--- config.mk ---
export PLATFORM = sky130hd
export DESIGN_NAME = epc_host
export DESIGN_NICKNAME = d
export VERILOG_FILES = /design/src/shared/epc_pkg.sv /design/src/hw/epc_host.sv /design/src/hw/epc_in_sync.sv
export VERILOG_INCLUDE_DIRS = /design/src /design/src/shared
export SDC_FILE = /design/constraint.sdc
export NUM_CORES = 1
export LEC_CHECK = 0
export BUFFER_PORTS_ARGS = -buffer_cell sky130_fd_sc_hd__buf_4
export CAP_MARGIN = 20
export CORE_MARGIN = 2
export CORE_UTILIZATION = 55
export CTS_BUF_LIST = sky130_fd_sc_hd__clkbuf_4
export CTS_CLUSTER_SIZE = 10
export DETAILED_ROUTE_END_ITERATION = 6
export PLACE_DENSITY = 0.89
export SYNTH_ARGS = -nofsm -noshare
export SYNTH_HDL_FRONTEND = slang
export SYNTH_SLANG_ARGS = --single-unit
--- constraint.sdc ---
create_clock -name ref_clk -period 2.8 [get_ports ref_clk]
set_input_delay 0.84 -clock ref_clk [delete_from_list [all_inputs] [get_ports ref_clk]]
set_output_delay 0.84 -clock ref_clk [all_outputs]
set_load 0.02 [all_outputs]
--- src/shared/epc_consts.svh ---
// Timing counts, opcodes and frame layout for the serial EEPROM host controller
`ifndef EPC_CONSTS_SVH
`define EPC_CONSTS_SVH

// ----------------------------------------------------------------
// Timing
// ----------------------------------------------------------------
`define EPC_CLK_PERIOD_NS 10
`define EPC_SK_PERIOD_NS 160
`define EPC_SK_HALF_CYC ((`EPC_SK_PERIOD_NS / `EPC_CLK_PERIOD_NS) / 2)
`define EPC_CS_LOW_NS 250
`define EPC_CS_LOW_CYC ((`EPC_CS_LOW_NS + `EPC_CLK_PERIOD_NS - 1) / `EPC_CLK_PERIOD_NS)
`define EPC_SV_NS 1000
`define EPC_SV_CYC ((`EPC_SV_NS + `EPC_CLK_PERIOD_NS - 1) / `EPC_CLK_PERIOD_NS)
`define EPC_WP_MS 15
`define EPC_WP_CYC ((`EPC_WP_MS * 1000000) / `EPC_CLK_PERIOD_NS)

// ----------------------------------------------------------------
// Opcodes and fixed address fields
// ----------------------------------------------------------------
`define EPC_OP_10 2'h2
`define EPC_OP_01 2'h1
`define EPC_OP_00 2'h0
`define EPC_OP_11 2'h3
`define EPC_ADDR_UNLOCK 8'hC0
`define EPC_ADDR_FILL 8'h40
`define EPC_ADDR_LOCK 8'h00
`define EPC_ADDR_ERASE 8'hFF
`define EPC_ADDR_FREEZE 8'h00
`define EPC_A7_MASK 8'h7F

// ----------------------------------------------------------------
// Frame lengths
// ----------------------------------------------------------------
`define EPC_LEN_SHORT 5'h0B
`define EPC_LEN_LONG 5'h1B
`define EPC_RD_WORD 5'h10
`define EPC_RD_GUARD 5'h08

`endif

--- src/shared/epc_pkg.sv ---
// Types shared by the serial EEPROM host controller
package epc_pkg;

  typedef enum logic [3:0] {
    EPC_READ = 4'h0,
    EPC_UNLOCK = 4'h1,
    EPC_WRITE = 4'h2,
    EPC_FILL = 4'h3,
    EPC_LOCK = 4'h4,
    EPC_GREAD = 4'h5,
    EPC_ARM = 4'h6,
    EPC_ERASE = 4'h7,
    EPC_SET = 4'h8,
    EPC_FREEZE = 4'h9
  } epc_cmd_t;

  typedef enum logic [2:0] {
    EPC_S_IDLE = 3'h0,
    EPC_S_SETUP = 3'h1,
    EPC_S_SHIFT = 3'h2,
    EPC_S_READ = 3'h3,
    EPC_S_END = 3'h4,
    EPC_S_POLL = 3'h5,
    EPC_S_DONE = 3'h6
  } epc_state_t;

  typedef struct packed {
    epc_state_t st;
    logic [3:0] div;
    logic sk;
    logic cs;
    logic si;
    logic ps;
    logic pa;
    logic [26:0] sh;
    logic [4:0] bits;
    logic [4:0] rd_len;
    logic [15:0] rd;
    logic poll;
    logic pend;
    epc_cmd_t op;
    epc_cmd_t req;
    logic [7:0] addr;
    logic [15:0] data;
    logic [20:0] tmr;
    logic err;
    logic erased;
    logic last_arm;
    logic rsp_v;
  } epc_host_state_t;

endpackage

--- src/hw/epc_host.sv ---
// Host controller that drives the protected serial EEPROM over its serial pins
`timescale 1ns/1ps
`include "epc_consts.svh"

// Operation
// Guard read returns the boundary after a zero dummy bit on serial_out.
// Guard read: start, opcode 10, address don't care, protect_select high.
// Device arms the guard only while writes are unlocked.
// Guard arm: start, opcode 00, address 11xxxxxx, both select pins high.
// Guard erase, set and freeze need guard arm as the previous instruction.
// Guard erase: opcode 11, address all ones, clears the boundary.
// Select pins high only while loading; ignored afterwards.
// Cleared state differs from an all-ones boundary; top word stays writable.
// An all-ones boundary from guard set refuses fill-all.
// Guard set: opcode 01 with address, protects words at and above it.
// Host must erase the guard before setting a new boundary.
// Guard freeze: opcode 00, address zero, locks the guard forever.
// Array read: opcode 10, address, protect_select low, returns data.
// Write unlock: opcode 00, address 11xxxxxx, program_allow high.
// Word write: opcode 01, address, sixteen data bits, program_allow high.
// Fill-all: opcode 00, address 01xxxxxx, data, program_allow high.
// Write lock: opcode 00, address 00xxxxxx, disables programming.
// Top address bit is ignored by the device.
// With protect_select low, instructions act on the array.
// Device samples serial_in on the rising serial_clock edge.
// Programming starts at chip_select fall; serial_out low busy, high done.
// Device powers up write-locked.
// Unarmed guard changes are ignored; any other instruction disarms.
// After freeze, guard changes have no effect, persistently.
// Dropping chip_select abandons a partial instruction.
module epc_host import epc_pkg::*; #(
  parameter int unsigned WP_CYCLES = `EPC_WP_CYC
) (
  // Clock and reset
  input wire logic ref_clk,
  input wire logic rst_n,
  // User command port
  input wire logic cmd_valid,
  output logic cmd_ready,
  input wire epc_cmd_t cmd_op,
  input wire logic [7:0] cmd_addr,
  input wire logic [15:0] cmd_data,
  // User response port
  output logic rsp_valid,
  output logic [15:0] rsp_data,
  output logic rsp_err,
  // Device pins
  output logic chip_select,
  output logic serial_clock,
  output logic serial_in,
  output logic protect_select,
  output logic program_allow,
  input wire logic serial_out
);

  localparam logic [3:0] SK_HALF_M1 = 4'(`EPC_SK_HALF_CYC - 1);
  localparam logic [20:0] CS_LOW_M1 = 21'(`EPC_CS_LOW_CYC - 1);
  localparam logic [20:0] SV_CYC = 21'(`EPC_SV_CYC);
  localparam logic [20:0] WP_M1 = 21'(WP_CYCLES - 1);

  epc_host_state_t s_reg;
  epc_host_state_t s_next;
  logic so_sync;
  logic tick;

  // ----------------------------------------------------------------
  // Pin input
  // ----------------------------------------------------------------
  epc_in_sync #(.WIDTH(1)) u_so_sync (
    .ref_clk(ref_clk),
    .rst_n(rst_n),
    .async_in(serial_out),
    .sync_out(so_sync)
  );

  // ----------------------------------------------------------------
  // Frame builder
  // ----------------------------------------------------------------
  function automatic epc_host_state_t launch(epc_host_state_t s, epc_cmd_t op);
    epc_host_state_t r;
    logic [1:0] opc;
    logic [7:0] a;
    logic wide;
    r = s;
    opc = `EPC_OP_00;
    a = `EPC_ADDR_LOCK;
    wide = 1'b0;
    r.ps = 1'b0;
    r.pa = 1'b0;
    r.poll = 1'b0;
    r.rd_len = 5'h00;
    unique case (op)
      EPC_READ: begin
        opc = `EPC_OP_10;
        a = s.addr;
        r.rd_len = `EPC_RD_WORD;
      end
      EPC_UNLOCK: begin
        a = `EPC_ADDR_UNLOCK;
        r.pa = 1'b1;
      end
      EPC_WRITE: begin
        opc = `EPC_OP_01;
        a = s.addr;
        wide = 1'b1;
        r.pa = 1'b1;
        r.poll = 1'b1;
      end
      EPC_FILL: begin
        a = `EPC_ADDR_FILL;
        wide = 1'b1;
        r.pa = 1'b1;
        r.poll = 1'b1;
      end
      EPC_LOCK: begin
        a = `EPC_ADDR_LOCK;
      end
      EPC_GREAD: begin
        opc = `EPC_OP_10;
        r.ps = 1'b1;
        r.rd_len = `EPC_RD_GUARD;
      end
      EPC_ARM: begin
        a = `EPC_ADDR_UNLOCK;
        r.ps = 1'b1;
        r.pa = 1'b1;
      end
      EPC_ERASE: begin
        opc = `EPC_OP_11;
        a = `EPC_ADDR_ERASE;
        r.ps = 1'b1;
        r.pa = 1'b1;
        r.poll = 1'b1;
      end
      EPC_SET: begin
        opc = `EPC_OP_01;
        a = s.addr;
        r.ps = 1'b1;
        r.pa = 1'b1;
        r.poll = 1'b1;
      end
      EPC_FREEZE: begin
        a = `EPC_ADDR_FREEZE;
        r.ps = 1'b1;
        r.pa = 1'b1;
        r.poll = 1'b1;
      end
    endcase
    // A7 is a don't-care only in a word address; fixed fields such as 11xxxxxx need it
    if (op == EPC_READ || op == EPC_WRITE || op == EPC_SET) begin
      a = a & `EPC_A7_MASK;
    end
    r.sh = {1'b1, opc, a, (wide ? s.data : 16'h0000)};
    r.bits = wide ? `EPC_LEN_LONG : `EPC_LEN_SHORT;
    r.rd = 16'h0000;
    r.st = EPC_S_SETUP;
    r.op = op;
    r.cs = 1'b1;
    r.si = 1'b1;
    r.sk = 1'b0;
    r.div = 4'h0;
    r.tmr = 21'h00_0000;
    return r;
  endfunction

  // ----------------------------------------------------------------
  // Sequencer
  // ----------------------------------------------------------------
  always_comb begin
    s_next = s_reg;
    s_next.rsp_v = 1'b0;
    tick = (s_reg.div == SK_HALF_M1);
    s_next.div = tick ? 4'h0 : 4'(s_reg.div + 4'h1);
    unique case (s_reg.st)
      EPC_S_IDLE: begin
        if (cmd_valid) begin
          s_next.req = cmd_op;
          s_next.addr = cmd_addr;
          s_next.data = cmd_data;
          s_next.err = 1'b0;
          if (cmd_op == EPC_SET && !s_reg.erased) begin
            s_next.err = 1'b1;
            s_next.st = EPC_S_DONE;
          end else if (cmd_op == EPC_ERASE || cmd_op == EPC_SET || cmd_op == EPC_FREEZE) begin
            s_next.pend = 1'b1;
            s_next = launch(s_next, EPC_ARM);
          end else begin
            s_next = launch(s_next, cmd_op);
          end
        end
      end
      EPC_S_SETUP: begin
        if (tick) begin
          s_next.sk = 1'b1;
          s_next.st = EPC_S_SHIFT;
        end
      end
      EPC_S_SHIFT: begin
        if (tick) begin
          s_next.sk = !s_reg.sk;
          if (s_reg.sk) begin
            // New data goes out on the falling edge, half a period before sampling
            s_next.sh = {s_reg.sh[25:0], 1'b0};
            s_next.si = s_reg.sh[25];
            s_next.bits = 5'(s_reg.bits - 5'h01);
            if (s_reg.bits == 5'h01) begin
              s_next.si = 1'b0;
              if (s_reg.rd_len != 5'h00) begin
                s_next.st = EPC_S_READ;
                s_next.bits = s_reg.rd_len;
              end else begin
                s_next.st = EPC_S_END;
                s_next.cs = 1'b0;
                s_next.ps = 1'b0;
                s_next.pa = 1'b0;
              end
            end
          end
        end
      end
      EPC_S_READ: begin
        if (tick) begin
          s_next.sk = !s_reg.sk;
          if (s_reg.sk) begin
            // Dummy bit went out before the first read edge, so it is never sampled
            s_next.rd = {s_reg.rd[14:0], so_sync};
            s_next.bits = 5'(s_reg.bits - 5'h01);
            if (s_reg.bits == 5'h01) begin
              s_next.st = EPC_S_END;
              s_next.cs = 1'b0;
              s_next.ps = 1'b0;
              s_next.pa = 1'b0;
            end
          end
        end
      end
      EPC_S_END: begin
        s_next.tmr = 21'(s_reg.tmr + 21'h00_0001);
        if (s_reg.tmr == CS_LOW_M1) begin
          s_next.tmr = 21'h00_0000;
          if (s_reg.poll && !s_reg.err) begin
            s_next.poll = 1'b0;
            s_next.cs = 1'b1;
            s_next.st = EPC_S_POLL;
          end else begin
            s_next.poll = 1'b0;
            s_next.last_arm = (s_reg.op == EPC_ARM) && !s_reg.err;
            if (s_reg.op == EPC_ERASE && !s_reg.err) begin
              s_next.erased = 1'b1;
            end else if (s_reg.op == EPC_SET || s_reg.op == EPC_FREEZE) begin
              s_next.erased = 1'b0;
            end
            if (s_reg.pend && !s_reg.err) begin
              s_next.pend = 1'b0;
              s_next = launch(s_next, s_reg.req);
            end else begin
              s_next.pend = 1'b0;
              s_next.st = EPC_S_DONE;
            end
          end
        end
      end
      EPC_S_POLL: begin
        s_next.tmr = 21'(s_reg.tmr + 21'h00_0001);
        if (s_reg.tmr >= SV_CYC && so_sync) begin
          s_next.st = EPC_S_END;
          s_next.cs = 1'b0;
          s_next.tmr = 21'h00_0000;
        end else if (s_reg.tmr == WP_M1) begin
          s_next.err = 1'b1;
          s_next.st = EPC_S_END;
          s_next.cs = 1'b0;
          s_next.tmr = 21'h00_0000;
        end
      end
      EPC_S_DONE: begin
        s_next.rsp_v = 1'b1;
        s_next.st = EPC_S_IDLE;
      end
      default: begin
        s_next.st = EPC_S_IDLE;
        s_next.cs = 1'b0;
      end
    endcase
  end

  always_ff @(posedge ref_clk or negedge rst_n) begin
    if (!rst_n) begin
      s_reg <= '0;
    end else begin
      s_reg <= s_next;
    end
  end

  // ----------------------------------------------------------------
  // Outputs
  // ----------------------------------------------------------------
  assign cmd_ready = (s_reg.st == EPC_S_IDLE);
  assign rsp_valid = s_reg.rsp_v;
  assign rsp_data = s_reg.rd;
  assign rsp_err = s_reg.err;
  assign chip_select = s_reg.cs;
  assign serial_clock = s_reg.sk;
  assign serial_in = s_reg.si;
  assign protect_select = s_reg.ps;
  assign program_allow = s_reg.pa;
endmodule

--- src/hw/epc_in_sync.sv ---
// Three-stage pin synchroniser with agreement filter
`timescale 1ns/1ps
module epc_in_sync #(
  parameter int WIDTH = 1
) (
  // Clock and reset
  input wire logic ref_clk,
  input wire logic rst_n,
  // Pins
  input wire logic [WIDTH-1:0] async_in,
  output logic [WIDTH-1:0] sync_out
);

  typedef struct packed {
    logic [WIDTH-1:0] s1;
    logic [WIDTH-1:0] s2;
    logic [WIDTH-1:0] s3;
    logic [WIDTH-1:0] filt;
  } epc_sync_state_t;

  epc_sync_state_t s_reg;
  epc_sync_state_t s_next;

  // A change is taken only once stages two and three agree
  always_comb begin
    s_next = s_reg;
    s_next.s1 = async_in;
    s_next.s2 = s_reg.s1;
    s_next.s3 = s_reg.s2;
    s_next.filt = (s_reg.s2 & s_reg.s3) | (s_reg.filt & (s_reg.s2 | s_reg.s3));
  end

  always_ff @(posedge ref_clk or negedge rst_n) begin
    if (!rst_n) begin
      s_reg <= '0;
    end else begin
      s_reg <= s_next;
    end
  end

  assign sync_out = s_reg.filt;

endmodule

# == After elaboration in Yosys (flattened, before gate mapping) ==
# Cells that the tools add are included.
# word_totals
in_bits,32
out_inout_bits,24
word_cells,237
reg_bits,126
# op_classes
n_eq_ne,48
n_mux,94
magnitude_cmp,1
addsub,3
n_reduce_logical,58
n_bitwise,8
# op_table
op,count
2-to-1 mux 124 bit,2
2-to-1 mux 117 bit,1
2-to-1 mux 114 bit,1
one-hot mux 26 bit (3 select lines),1
one-hot mux 34 bit (2 select lines),1
one-hot mux 22 bit (3 select lines),1
2-to-1 mux 16 bit,4
one-hot mux 8 bit (4 select lines),2
2-to-1 mux 63 bit,1
2-to-1 mux 58 bit,1
2-to-1 mux 57 bit,1
2-to-1 mux 56 bit,1
one-hot mux 16 bit (3 select lines),1
2-to-1 mux 3 bit,14
2-to-1 mux 37 bit,1
"equality test 4 x 3 -> 1 bit, second input constant",9
2-to-1 mux 36 bit,1
2-to-1 mux 5 bit,7
"!= test 2 bit, second input constant",15
one-hot mux 5 bit (2 select lines),3
2-to-1 mux 1 bit,28
AND reduction 13 bit,2
"equality test 4 bit, second input constant",6
2-to-1 mux 22 bit,1
50 further kinds,107

# == Longest topological paths before layout ==
# Gate-level depths: netlist of run 1.
# logic_depth
ltp_word,12
mapped_depth,9
ltp_nobuf,7

# == Modules after synthesis ==
# A second synthesis of run 1 with hierarchy kept.
# unflattened
hier_cells,727
hier_area_um2,6606.3
# by_module_without_submodules
mod,area_each_um2,n_inst,cells_each,seq_area_each_um2
epc_host,6495.0,1,722,2952.8
epc_in_sync,111.4,1,5,100.1

# == Worst setup path before layout of run 1 ==
# Ideal clock, no wire load.
# synth_timing
kind,reg-to-reg
from,reg s_reg[11] (netlist name)
to,"reg s_reg, in the netlist rsp_data[10]"
arrival_time_ps,2691
required_time_ps,2675
stages_incl_launch_ff,8
setup_ps,125
path_buffers,2
slack_ps,-16
cell_sequence,dfrtp_1 > buf_6 > or4_4 > or4_4 > o31a_1 > nor3_4 > buf_8 > mux2_4
# synth_via
elab_chain_cells,3
# synth_rtl
item,line_no,source
from (decl),epc_host.sv:61,epc_host_state_t s_reg;
from (signal assigned),epc_host.sv:291,s_reg <= s_next;
equality test 21 x 5 -> 1 bit,epc_host.sv:239,if (s_reg.tmr == CS_LOW_M1) begin
!= test 2 bit (no source line),--,
AND reduction 8 bit (no source line),--,
# Every way passes these cells.
# A chain may end at the register's enable or synchronous reset.

# == Worst setup path after layout of run 1 ==
# layout_timing
from,reg s_reg[5] (netlist name)
to,"reg s_reg, in the netlist rsp_data[12]"
# Same word-level chain as after synthesis.

==> results of run 1 <==
==> final timing paths <==
check / from / to / slack (ps) / cells after the start
max: s_reg[5] / rsp_data[12] / 40 / 8
min: rst_n / s_reg[103] / 120 / 1
max reg2reg: s_reg[5] / rsp_data[12] / 40 / 8
min reg2reg: u_so_sync.s_next[2] / u_so_sync.s_next[1] / 380 / 0
max in group asynchronous: rst_n / s_reg[11] / 1970 / 2
min in group ref_clk: serial_out / u_so_sync.s_next[2] / 380 / 1
==> critical path: stages (launching register included) <==
cell and delay [ps]:
dfrtp_1 410, inv_2 80, ha_4 130, or4b_4 470
or4_4 460, o31a_1 330, nor3_4 250, clkbuf_16 230
mux2_4 300
==> cells by family after synthesis <==
group / after synthesis
buffers and inverters: 76
multiplexers: 84
flip-flops: 122
XOR/XNOR: 18
AND/OR/NAND/NOR: 231
AO/OA/AOI/OAI: 132
adder cells (fa/ha/maj): 6
==> placed cells by master (no fill, tap or decap), drive strengths merged, types with 12 or more instances in the layout <==
master / n
dfrtp: 122
o21ai: 17
clkbuf: 18
nor2: 40
and3: 43
nand3: 19
nor4: 12
nand4: 12
a21oi: 23
inv: 22
nand2: 32
buf: 124
a221o: 25
xnor2: 12
nor3: 23
mux2: 82
==> area by class of cell <==
cell class | count | area, um^2
Tap cell | 172 | 215
Multi-Input combinational cell | 471 | 3550
Clock inverter | 15 | 164
Antenna cell | 1 | 2.50
Fill cell | 915 | 4300
Timing Repair Buffer | 125 | 988
Inverter | 17 | 63.8
Clock buffer | 17 | 128
Sequential cell | 122 | 3050
==> through the flow <==
| step | setup slack (ps) | utilization [%] | area [um^2] | hold slack, ps |
|---|---|---|---|---|
| 3_3_place_gp | -124 | 62.2 | 7760 | 333 |
| 2_1_floorplan | 52.1 | - | 6950 | 331 |
| 6_report | 36.7 | 65.5 | 8170 | 124 |
| 3_5_place_dp | -260 | 62.2 | 7760 | 351 |
| 4_1_cts | 31.7 | 64.6 | 8050 | 107 |
| 5_1_grt | -51.3 | 65.5 | 8160 | 105 |
==> timing repair <==
| action | in CTS | in global routing |
|---|---|---|
| setup endpoints to repair | 12 | 49 |
| pin swaps | 1 | 1 |
| hold endpoints to repair | 0 | 0 |
| gates resized for setup | 1 | 8 |
| buffers inserted | 0 | 7 |
| cloned | 0 | 1 |
==> power by group through the flow <==
stage                     Sequential (mW)  Combinational (mW)  Clock [mW]
after floorplan                      2.53                2.06           0
after global placement               2.62                2.84           0
after detailed placement             2.66                2.96           0
after CTS                            2.62                2.99        1.31
after global routing                 2.71                3.44        1.39
final                                2.64                3.18        1.29
==> metal layers <==
layer,vias to the layer above,wire length [um],global-route usage (%)
met4,0,408,11.2
met5,-,0,0
met3,47,1090,5.76
met2,248,8500,42.0
li1,2681,-,-
met1,2867,7340,34.5
==> reports/metrics.csv, run 1 <==
stage,metric,value,unit
detailed_routing,vias per cell,6.22,
power_and_ir_drop,sequential power share,37.1,%
die,core region area,12500,um^2
die,Die Y,116,um
die,DIE AREA,13500,um^2
critical_path,CP max FO,8,
die,I/O pin cnt,56,
grt,global-route wire length before repair,27.9,mm
clocking,H-tree level count,4,
power_and_ir_drop,Int Power,4.27,mW
critical_path,Setup Crit Path Kind,reg2reg,
logic_synthesis,synth cell count leaders,"122 x dfrtp_1, 72 x mux2_2, 43 x and3_1",
grt,grt total ovfl,0,
logic_synthesis,ys async rst share,100,%
detailed_routing,DRC,0,
logic_synthesis,sequential-to-total area share from yosys stat,43.9,%
logic_synthesis,"Avg Cell Area, Syn",10.4,um^2
logic_synthesis,largest area contributor in the netlist,dfrtp_1,
timing,worst clock skew,23.2,ps
final_layout,share of cells above drive strength 1,34.0,%
timing,fmax,362,MHz
detailed_routing,first-iteration detailed-routing DRC count,513,
grt,all-layer global routing usage,26.2,%
clocking,clk slew on worst S/H paths,120,ps
detailed_routing,drt pass-1 iters,5,
place,GPL Wtd Cong,0.972,
power_and_ir_drop,clock network power share,18.2,%
die,Starting Density,55.7,%
power_and_ir_drop,Total Power,7.12,mW
detailed_routing,Post-DRT Antenna Nets,0,
timing,Rel. slew slack,49.0,%
clocking,CTS tree,done,
power_and_ir_drop,P_sw,2.85,mW
logic_synthesis,main combinational cell family by area after synthesis,simple AND/OR/NAND/NOR gates,
power_and_ir_drop,Combinational Power Share,44.7,%
timing,"Slew Viols, Final",0,
grt,initial antenna violation count,0,
power_and_ir_drop,maximum VDD drop,0.383,mV
logic_synthesis,unique cell type count in the Yosys netlist,73,
final_layout,Layout area overhead,17.5,%
logic_synthesis,syn nets,706,
detailed_routing,drt wl/cell,18.4,um
final_layout,max FFs per register,95,
logic_synthesis,multiplexer share of the synthesized area,14.1,%
clocking,Root Driver,clkbuf_4,
place,HPWL Detailed,11.9,mm
clocking,Worst-Skew Late Latency,580,ps
power_and_ir_drop,Static Leak,3.79,nW
logic_synthesis,Synth Flop Type,dfrtp_1,
timing,setup TNS,0,ps
die,die extent in x,116,um
timing,final count of hold timing violations,0,
critical_path,crit path capture type,flip-flop,
timing,final setup fails,0,
clocking,# clock sinks,122,
logic_synthesis,Synth Area in Simple Gates,18.9,%
logic_synthesis,synthesized area,6950,um^2
critical_path,CP required,3260,ps
timing,unrepaired setup endpoints after global routing,yes,
logic_synthesis,XOR/XNOR share of the synthesized area,2.27,%
clocking,number of CTS-inserted buffers,17,
timing,minimum clock period,2760,ps
grt,number of global-route vias before repair,5629,
critical_path,Critical Path Start Type,flip-flop,
logic_synthesis,synthesized flop and latch total,122,
logic_synthesis,Gate Count Post-Synth,669,
timing,Tcrit/Tclk final,98.7,%
logic_synthesis,leading post-synthesis cells by cell area,"dfrtp_1 44%, mux2_2 12%, and3_1 3.9%, a221o_1 3.6%, mux2_4 2.2%",
logic_synthesis,complex-gate fraction of the synthesized area,14.3,%
power_and_ir_drop,Pwr Density,872,nW/um^2
final_layout,Non-Filler Instances,940,
detailed_routing,Routed WL,17.3,mm
run_status,status,"finished, final reports clean",
clocking,Hold Buf Count CTS,0,
critical_path,CP arrival,3220,ps
place,PortBufs,54,
logic_synthesis,top-count cell post-synth,dfrtp_1,
clocking,Max Root-Sink Buffers,2,
die,row cnt,41,
grt,largest net degree at the start of global routing,48,
power_and_ir_drop,Switching Fraction,40.0,%
detailed_routing,DR vias,5843,
min_path,Min-Delay Path Class,in2async,
logic_synthesis,adder-cell share of the synthesized area,1.04,%
job,Max Cap Viol,0,
logic_synthesis,Synth top area share,43.9,%
place,placed insts,897,
logic_synthesis,Ys Warns,0,
final_layout,# nets final,791,
timing,actual slew at the worst max-slew pin,757,ps
logic_synthesis,Post-synth EDFFs,0,
(Power assumes the default switching activity.)
==> run 2, diff against run 1 <==
--- a/config.mk
+++ b/config.mk
@@ -13,7 +13,7 @@
 export CTS_BUF_LIST = sky130_fd_sc_hd__clkbuf_4
 export CTS_CLUSTER_SIZE = 10
 export DETAILED_ROUTE_END_ITERATION = 6
-export PLACE_DENSITY = 0.89
+export PLACE_DENSITY = 0.75
 export SYNTH_ARGS = -nofsm -noshare
 export SYNTH_HDL_FRONTEND = slang
 export SYNTH_SLANG_ARGS = --single-unit
==> reports/metrics.csv, run 2 (synthesized netlist as in run 1, its figures left out) <==
stage,metric,value,unit
run_status,status,"finished, final reports clean",
power_and_ir_drop,Total Power,6.93,mW
timing,fmax,361,MHz
clocking,Max Root-Sink Buffers,2,
timing,final count of hold timing violations,0,
timing,worst clock skew,12.1,ps
detailed_routing,drt pass-1 iters,5,
clocking,number of CTS-inserted buffers,17,
power_and_ir_drop,maximum VDD drop,0.445,mV
critical_path,CP arrival,3230,ps
power_and_ir_drop,P_sw,2.77,mW
final_layout,Layout area overhead,15.9,%
min_path,Min-Delay Path Class,in2async,
critical_path,CP top delay family,simple AND/OR/NAND/NOR gates,
critical_path,crit path capture type,flip-flop,
timing,minimum clock period,2770,ps
job,Max Cap Viol,0,
clocking,Root Driver,clkbuf_4,
power_and_ir_drop,Static Leak,3.70,nW
critical_path,slowest CP cell,or4b_4,
grt,grt total ovfl,0,
power_and_ir_drop,Pwr Density,861,nW/um^2
clocking,Hold Buf Count CTS,0,
die,I/O pin cnt,56,
timing,setup TNS,0,ps
timing,Tcrit/Tclk final,99.0,%
power_and_ir_drop,Switching Fraction,40.0,%
critical_path,"slowest stage delay, CP",480,ps
power_and_ir_drop,clock network power share,16.7,%
final_layout,share of cells above drive strength 1,32.5,%
power_and_ir_drop,sequential power share,38.1,%
final_layout,"commonest non-fill, non-tap cell in the layout",dfrtp_1,
grt,initial antenna violation count,1,
detailed_routing,DRC,0,
critical_path,CP required,3250,ps
timing,unrepaired setup endpoints after global routing,yes,
grt,number of global-route vias before repair,5434,
power_and_ir_drop,Int Power,4.16,mW
critical_path,Critical Path Start Type,flip-flop,
clocking,CTS tree,done,
timing,Rel. slew slack,40.2,%
clocking,H-tree level count,4,
clocking,Worst-Skew Late Latency,560,ps
final_layout,area of the multi-input gates,3610,um^2
die,Starting Density,55.7,%
critical_path,crit-path cells,inv_2 > ha_4 > or4b_4 > or4_4 > o31a_1 > nor3_4 > clkbuf_16 > mux2_4,
grt,all-layer global routing usage,25.4,%
final_layout,max FFs per register,95,
die,Die Y,116,um
timing,"Slew Viols, Final",0,
final_layout,"commonest cells after routing, fill and taps aside","122 x dfrtp_1, 99 x buf_4, 66 x mux2_2, 43 x and3_1, 40 x nor2_1",
place,GPL Wtd Cong,0.917,
grt,largest net degree at the start of global routing,123,
timing,actual slew at the worst max-slew pin,892,ps
detailed_routing,DR vias,5699,
detailed_routing,vias per cell,6.19,
die,DIE AREA,13500,um^2
final_layout,Reg area,3050,um^2
die,die extent in x,116,um
clocking,# clock sinks,122,
die,row cnt,41,
timing,final setup fails,0,
critical_path,Buf/Inv on CP,2,
clocking,clk slew on worst S/H paths,110,ps
detailed_routing,Post-DRT Antenna Nets,0,
grt,global-route wire length before repair,26.8,mm
place,HPWL Detailed,11.1,mm
die,core region area,12500,um^2
detailed_routing,drt wl/cell,17.9,um
place,PortBufs,54,
critical_path,CP max FO,8,
final_layout,Fillers,974,
final_layout,# nets final,771,
power_and_ir_drop,Combinational Power Share,45.2,%
critical_path,R2R Setup Slk,30,ps
critical_path,Setup Crit Path Kind,reg2reg,
detailed_routing,first-iteration detailed-routing DRC count,517,
detailed_routing,Routed WL,16.5,mm
[run 2: area by class of cell]
type                            count  area share, %
Antenna cell                        1         0.0311
Clock buffer                       18           1.68
Clock inverter                     14           1.54
Inverter                           17          0.792
Multi-Input combinational cell    471           44.8
Sequential cell                   122           37.9
Tap cell                          172           2.67
Timing Repair Buffer              105           10.6
[run 2: final timing paths]
| path | cells after the start | endpoint | from |
|---|---|---|---|
| setup / recovery | 8 | rsp_data[11] | s_reg[4] |
| hold / removal | 2 | rsp_data[7] | rst_n |
| setup reg to reg | 8 | rsp_data[11] | s_reg[4] |
| hold reg to reg | 0 | u_so_sync.s_next[1] | u_so_sync.s_next[2] |
| max in group asynchronous | 2 | s_reg[18] | rst_n |
| min in group ref_clk | 1 | u_so_sync.s_next[2] | serial_out |
[run 2: layer usage]
metal	vias up	track usage [%]	part of all wire [%]	wire length, um
li1	2634	-	-	-
met1	2818	35.0	44	7190
met2	220	39.9	48	7860
met3	27	6.07	6.8	1120
met4	0	8.02	1.8	301
met5	-	0	0	0
[run 2: metrics by stage]
step / utilization (%) / hold slack (ps) / setup WS (ps) / cell area [um^2] / instances
final: 64.6 / 309 / 27.0 / 8050 / 920
after global routing: 64.6 / 340 / -84.4 / 8050 / 920
after CTS: 63.5 / 327 / -22.3 / 7920 / 913
after detailed placement: 61.4 / 348 / -22.8 / 7650 / 881
after global placement: 61.4 / 334 / 8.51 / 7650 / 881
after floorplan: - / 331 / 52.1 / 6950 / 669
[run 2: repair_timing]
| action | 4_1_cts | 5_1_grt |
|---|---|---|
| buffers inserted | 0 | 5 |
| setup endpoints to repair | 28 | 68 |
| resized for setup | 1 | 17 |
| cloned | 0 | 1 |
| pin swaps | 1 | 0 |
[run 2: power groups by stage]
stage	Combinational, mW	Sequential, mW	Clock, mW
after global routing	3.39	2.70	1.26
after CTS	2.95	2.62	1.19
final	3.14	2.64	1.16
after global placement	2.84	2.61	0
after detailed placement	2.94	2.65	0
after floorplan	2.06	2.53	0
[run 2: worst reg2reg max path, stage by stage, from the launching register on]
cell and delay (ps):
dfrtp_1 410, inv_2 90, ha_4 140, or4b_4 480, or4_4 460, o31a_1 320, nor3_4 240, clkbuf_16 220
mux2_4 290
==> run 3, diff against run 2 <==
--- a/config.mk
+++ b/config.mk
@@ -8,12 +8,14 @@
 export LEC_CHECK = 0
 export BUFFER_PORTS_ARGS = -buffer_cell sky130_fd_sc_hd__buf_4
 export CAP_MARGIN = 20
+export CELL_PAD_IN_SITES_DETAIL_PLACEMENT = 0
+export CELL_PAD_IN_SITES_GLOBAL_PLACEMENT = 2
 export CORE_MARGIN = 2
-export CORE_UTILIZATION = 55
+export CORE_UTILIZATION = 37
 export CTS_BUF_LIST = sky130_fd_sc_hd__clkbuf_4
 export CTS_CLUSTER_SIZE = 10
 export DETAILED_ROUTE_END_ITERATION = 6
-export PLACE_DENSITY = 0.75
+export PLACE_DENSITY = 0.77
 export SYNTH_ARGS = -nofsm -noshare
 export SYNTH_HDL_FRONTEND = slang
 export SYNTH_SLANG_ARGS = --single-unit
==> reports/metrics.csv, run 3 (synthesized netlist as in run 1, its figures left out) <==
stage,metric,value,unit
timing,worst clock skew,30.9,ps
final_layout,Fillers,1775,
power_and_ir_drop,sequential power share,37.3,%
power_and_ir_drop,Switching Fraction,40.7,%
detailed_routing,DRC,0,
critical_path,"slowest stage delay, CP",560,ps
power_and_ir_drop,Total Power,7.08,mW
min_path,Min-Delay Path Class,in2async,
power_and_ir_drop,maximum VDD drop,0.288,mV
die,row cnt,50,
die,core region area,18600,um^2
final_layout,max FFs per register,95,
place,HPWL Detailed,12.4,mm
clocking,CTS tree,done,
grt,initial antenna violation count,1,
die,Die Y,141,um
timing,final setup fails,0,
detailed_routing,Post-DRT Antenna Nets,0,
clocking,number of CTS-inserted buffers,17,
job,Max Cap Viol,0,
place,Place WS,-115,ps
clocking,clk slew on worst S/H paths,130,ps
run_status,status,"finished, final reports clean",
grt,number of global-route vias before repair,5587,
critical_path,Setup Crit Path Kind,reg2reg,
grt,grt total ovfl,0,
grt,largest net degree at the start of global routing,47,
final_layout,share of cells above drive strength 1,33.4,%
critical_path,CP required,3240,ps
detailed_routing,DR vias,5646,
timing,Tcrit/Tclk final,97.9,%
timing,fmax,365,MHz
critical_path,slowest CP cell,or4_4,
final_layout,"commonest cells after routing, fill and taps aside","122 x dfrtp_1, 116 x buf_4, 72 x mux2_2, 43 x and3_1, 40 x nor2_1",
power_and_ir_drop,Static Leak,3.77,nW
timing,actual slew at the worst max-slew pin,869,ps
place,GPL Wtd Cong,0.821,
critical_path,crit path capture type,flip-flop,
timing,minimum clock period,2740,ps
power_and_ir_drop,Pwr Density,863,nW/um^2
clocking,# clock sinks,122,
timing,Final Worst Setup Slack,58.2,ps
critical_path,Critical Path Start Type,flip-flop,
critical_path,CP arrival,3180,ps
timing,Rel. slew slack,41.7,%
timing,"Slew Viols, Final",0,
critical_path,crit-path most repeated cell,or4_4,
final_layout,"commonest non-fill, non-tap cell in the layout",dfrtp_1,
grt,all-layer global routing usage,18.5,%
detailed_routing,drt wl/cell,18.0,um
power_and_ir_drop,Combinational Power Share,44.6,%
timing,unrepaired setup endpoints after global routing,yes,
detailed_routing,first-iteration detailed-routing DRC count,329,
detailed_routing,drt pass-1 iters,5,
die,DIE AREA,19900,um^2
critical_path,crit-path cells,or4_4 > or4_4 > o31a_1 > nor3_4 > buf_12 > mux2_2,
critical_path,CP max FO,8,
die,die extent in x,141,um
power_and_ir_drop,clock network power share,18.0,%
clocking,Max Root-Sink Buffers,2,
detailed_routing,Routed WL,18.0,mm
timing,final count of hold timing violations,0,
power_and_ir_drop,P_sw,2.88,mW
final_layout,# nets final,787,
grt,global-route wire length before repair,29.3,mm
clocking,H-tree level count,4,
final_layout,Non-Filler Instances,998,
final_layout,core occupancy in the finished layout,44.2,%
final_layout,Layout area overhead,18.2,%
place,placed insts,961,
place,PortBufs,54,
detailed_routing,vias per cell,5.66,
die,Starting Density,37.4,%
die,I/O pin cnt,56,
clocking,Root Driver,clkbuf_4,
timing,worst hold slack,236,ps
clocking,Worst-Skew Late Latency,570,ps
power_and_ir_drop,Int Power,4.20,mW
==> run 3: cell types whose count changed in the layout (fill, tap and decap cells not counted), sizes merged <==
cell	delta
clkinvlp	-2
clkbuf	-1
buf	+16
clkinv	-3
inv	+6
==> run 3: metrics by stage <==
step                      setup TNS [ps]  instance area (um^2)
after CTS                              0                  8150
after global routing                -493                  8210
after floorplan                        0                  6950
after detailed placement            -221                  7860
after global placement              -150                  7860
final                                  0                  8210
==> run 3: cell type report <==
class | count | area [um^2] | share of cell area [%]
Antenna cell | 1 | 2.50 | 0.0305
Clock buffer | 17 | 128 | 1.55
Clock inverter | 15 | 151 | 1.84
Inverter | 17 | 63.8 | 0.777
Multi-Input combinational cell | 471 | 3540 | 43.2
Sequential cell | 122 | 3050 | 37.2
Tap cell | 234 | 293 | 3.57
Timing Repair Buffer | 121 | 976 | 11.9
==> run 3: final timing paths <==
path,startpoint,end,slack [ps],cells after the start
worst max-delay path,s_reg[23],rsp_data[2],60,6
worst min-delay path,rst_n,rsp_data[15],240,1
worst max register to register,s_reg[23],rsp_data[2],60,6
worst min register to register,u_so_sync.s_next[2],u_so_sync.s_next[1],360,0
max in group asynchronous,rst_n,rsp_data[4],1760,2
min in group ref_clk,u_so_sync.s_next[2],u_so_sync.s_next[1],360,0
==> run 3: worst max-delay path: cells and delay by family, from the launching register on <==
kind / cells / cell delay, ps
buffers and inverters: 1 / 170
flip-flops: 1 / 430
AND/OR/NAND/NOR: 3 / 1340
AO/OA/AOI/OAI: 1 / 330
multiplexers: 1 / 330
==> run 3: power groups by stage <==
stage               Clock (mW)  Combinational [mW]  Sequential, mW
floorplan                    0                2.06            2.53
global placement             0                2.99            2.64
detailed placement           0                3.06            2.67
CTS                       1.33                3.08            2.63
global route              1.40                3.44            2.71
finish                    1.28                3.16            2.65
==> run 3: layer usage <==
metal	GRT usage (%)	routed length, um	vias up
met5	0	0	-
met4	5.74	284	0
met2	29.7	8510	106
li1	-	-	2668
met1	25.2	8650	2851
met3	4.04	524	21
==> run 3: timing repair <==
item | CTS | global route
setup buffers | 0 | 3
resized for setup | 2 | 4
hold buffers | 0 | 0
endpoints found under the hold margin | 0 | 0
pin swaps | 1 | 1
gates cloned | 0 | 1
endpoints found under the setup margin | 8 | 64
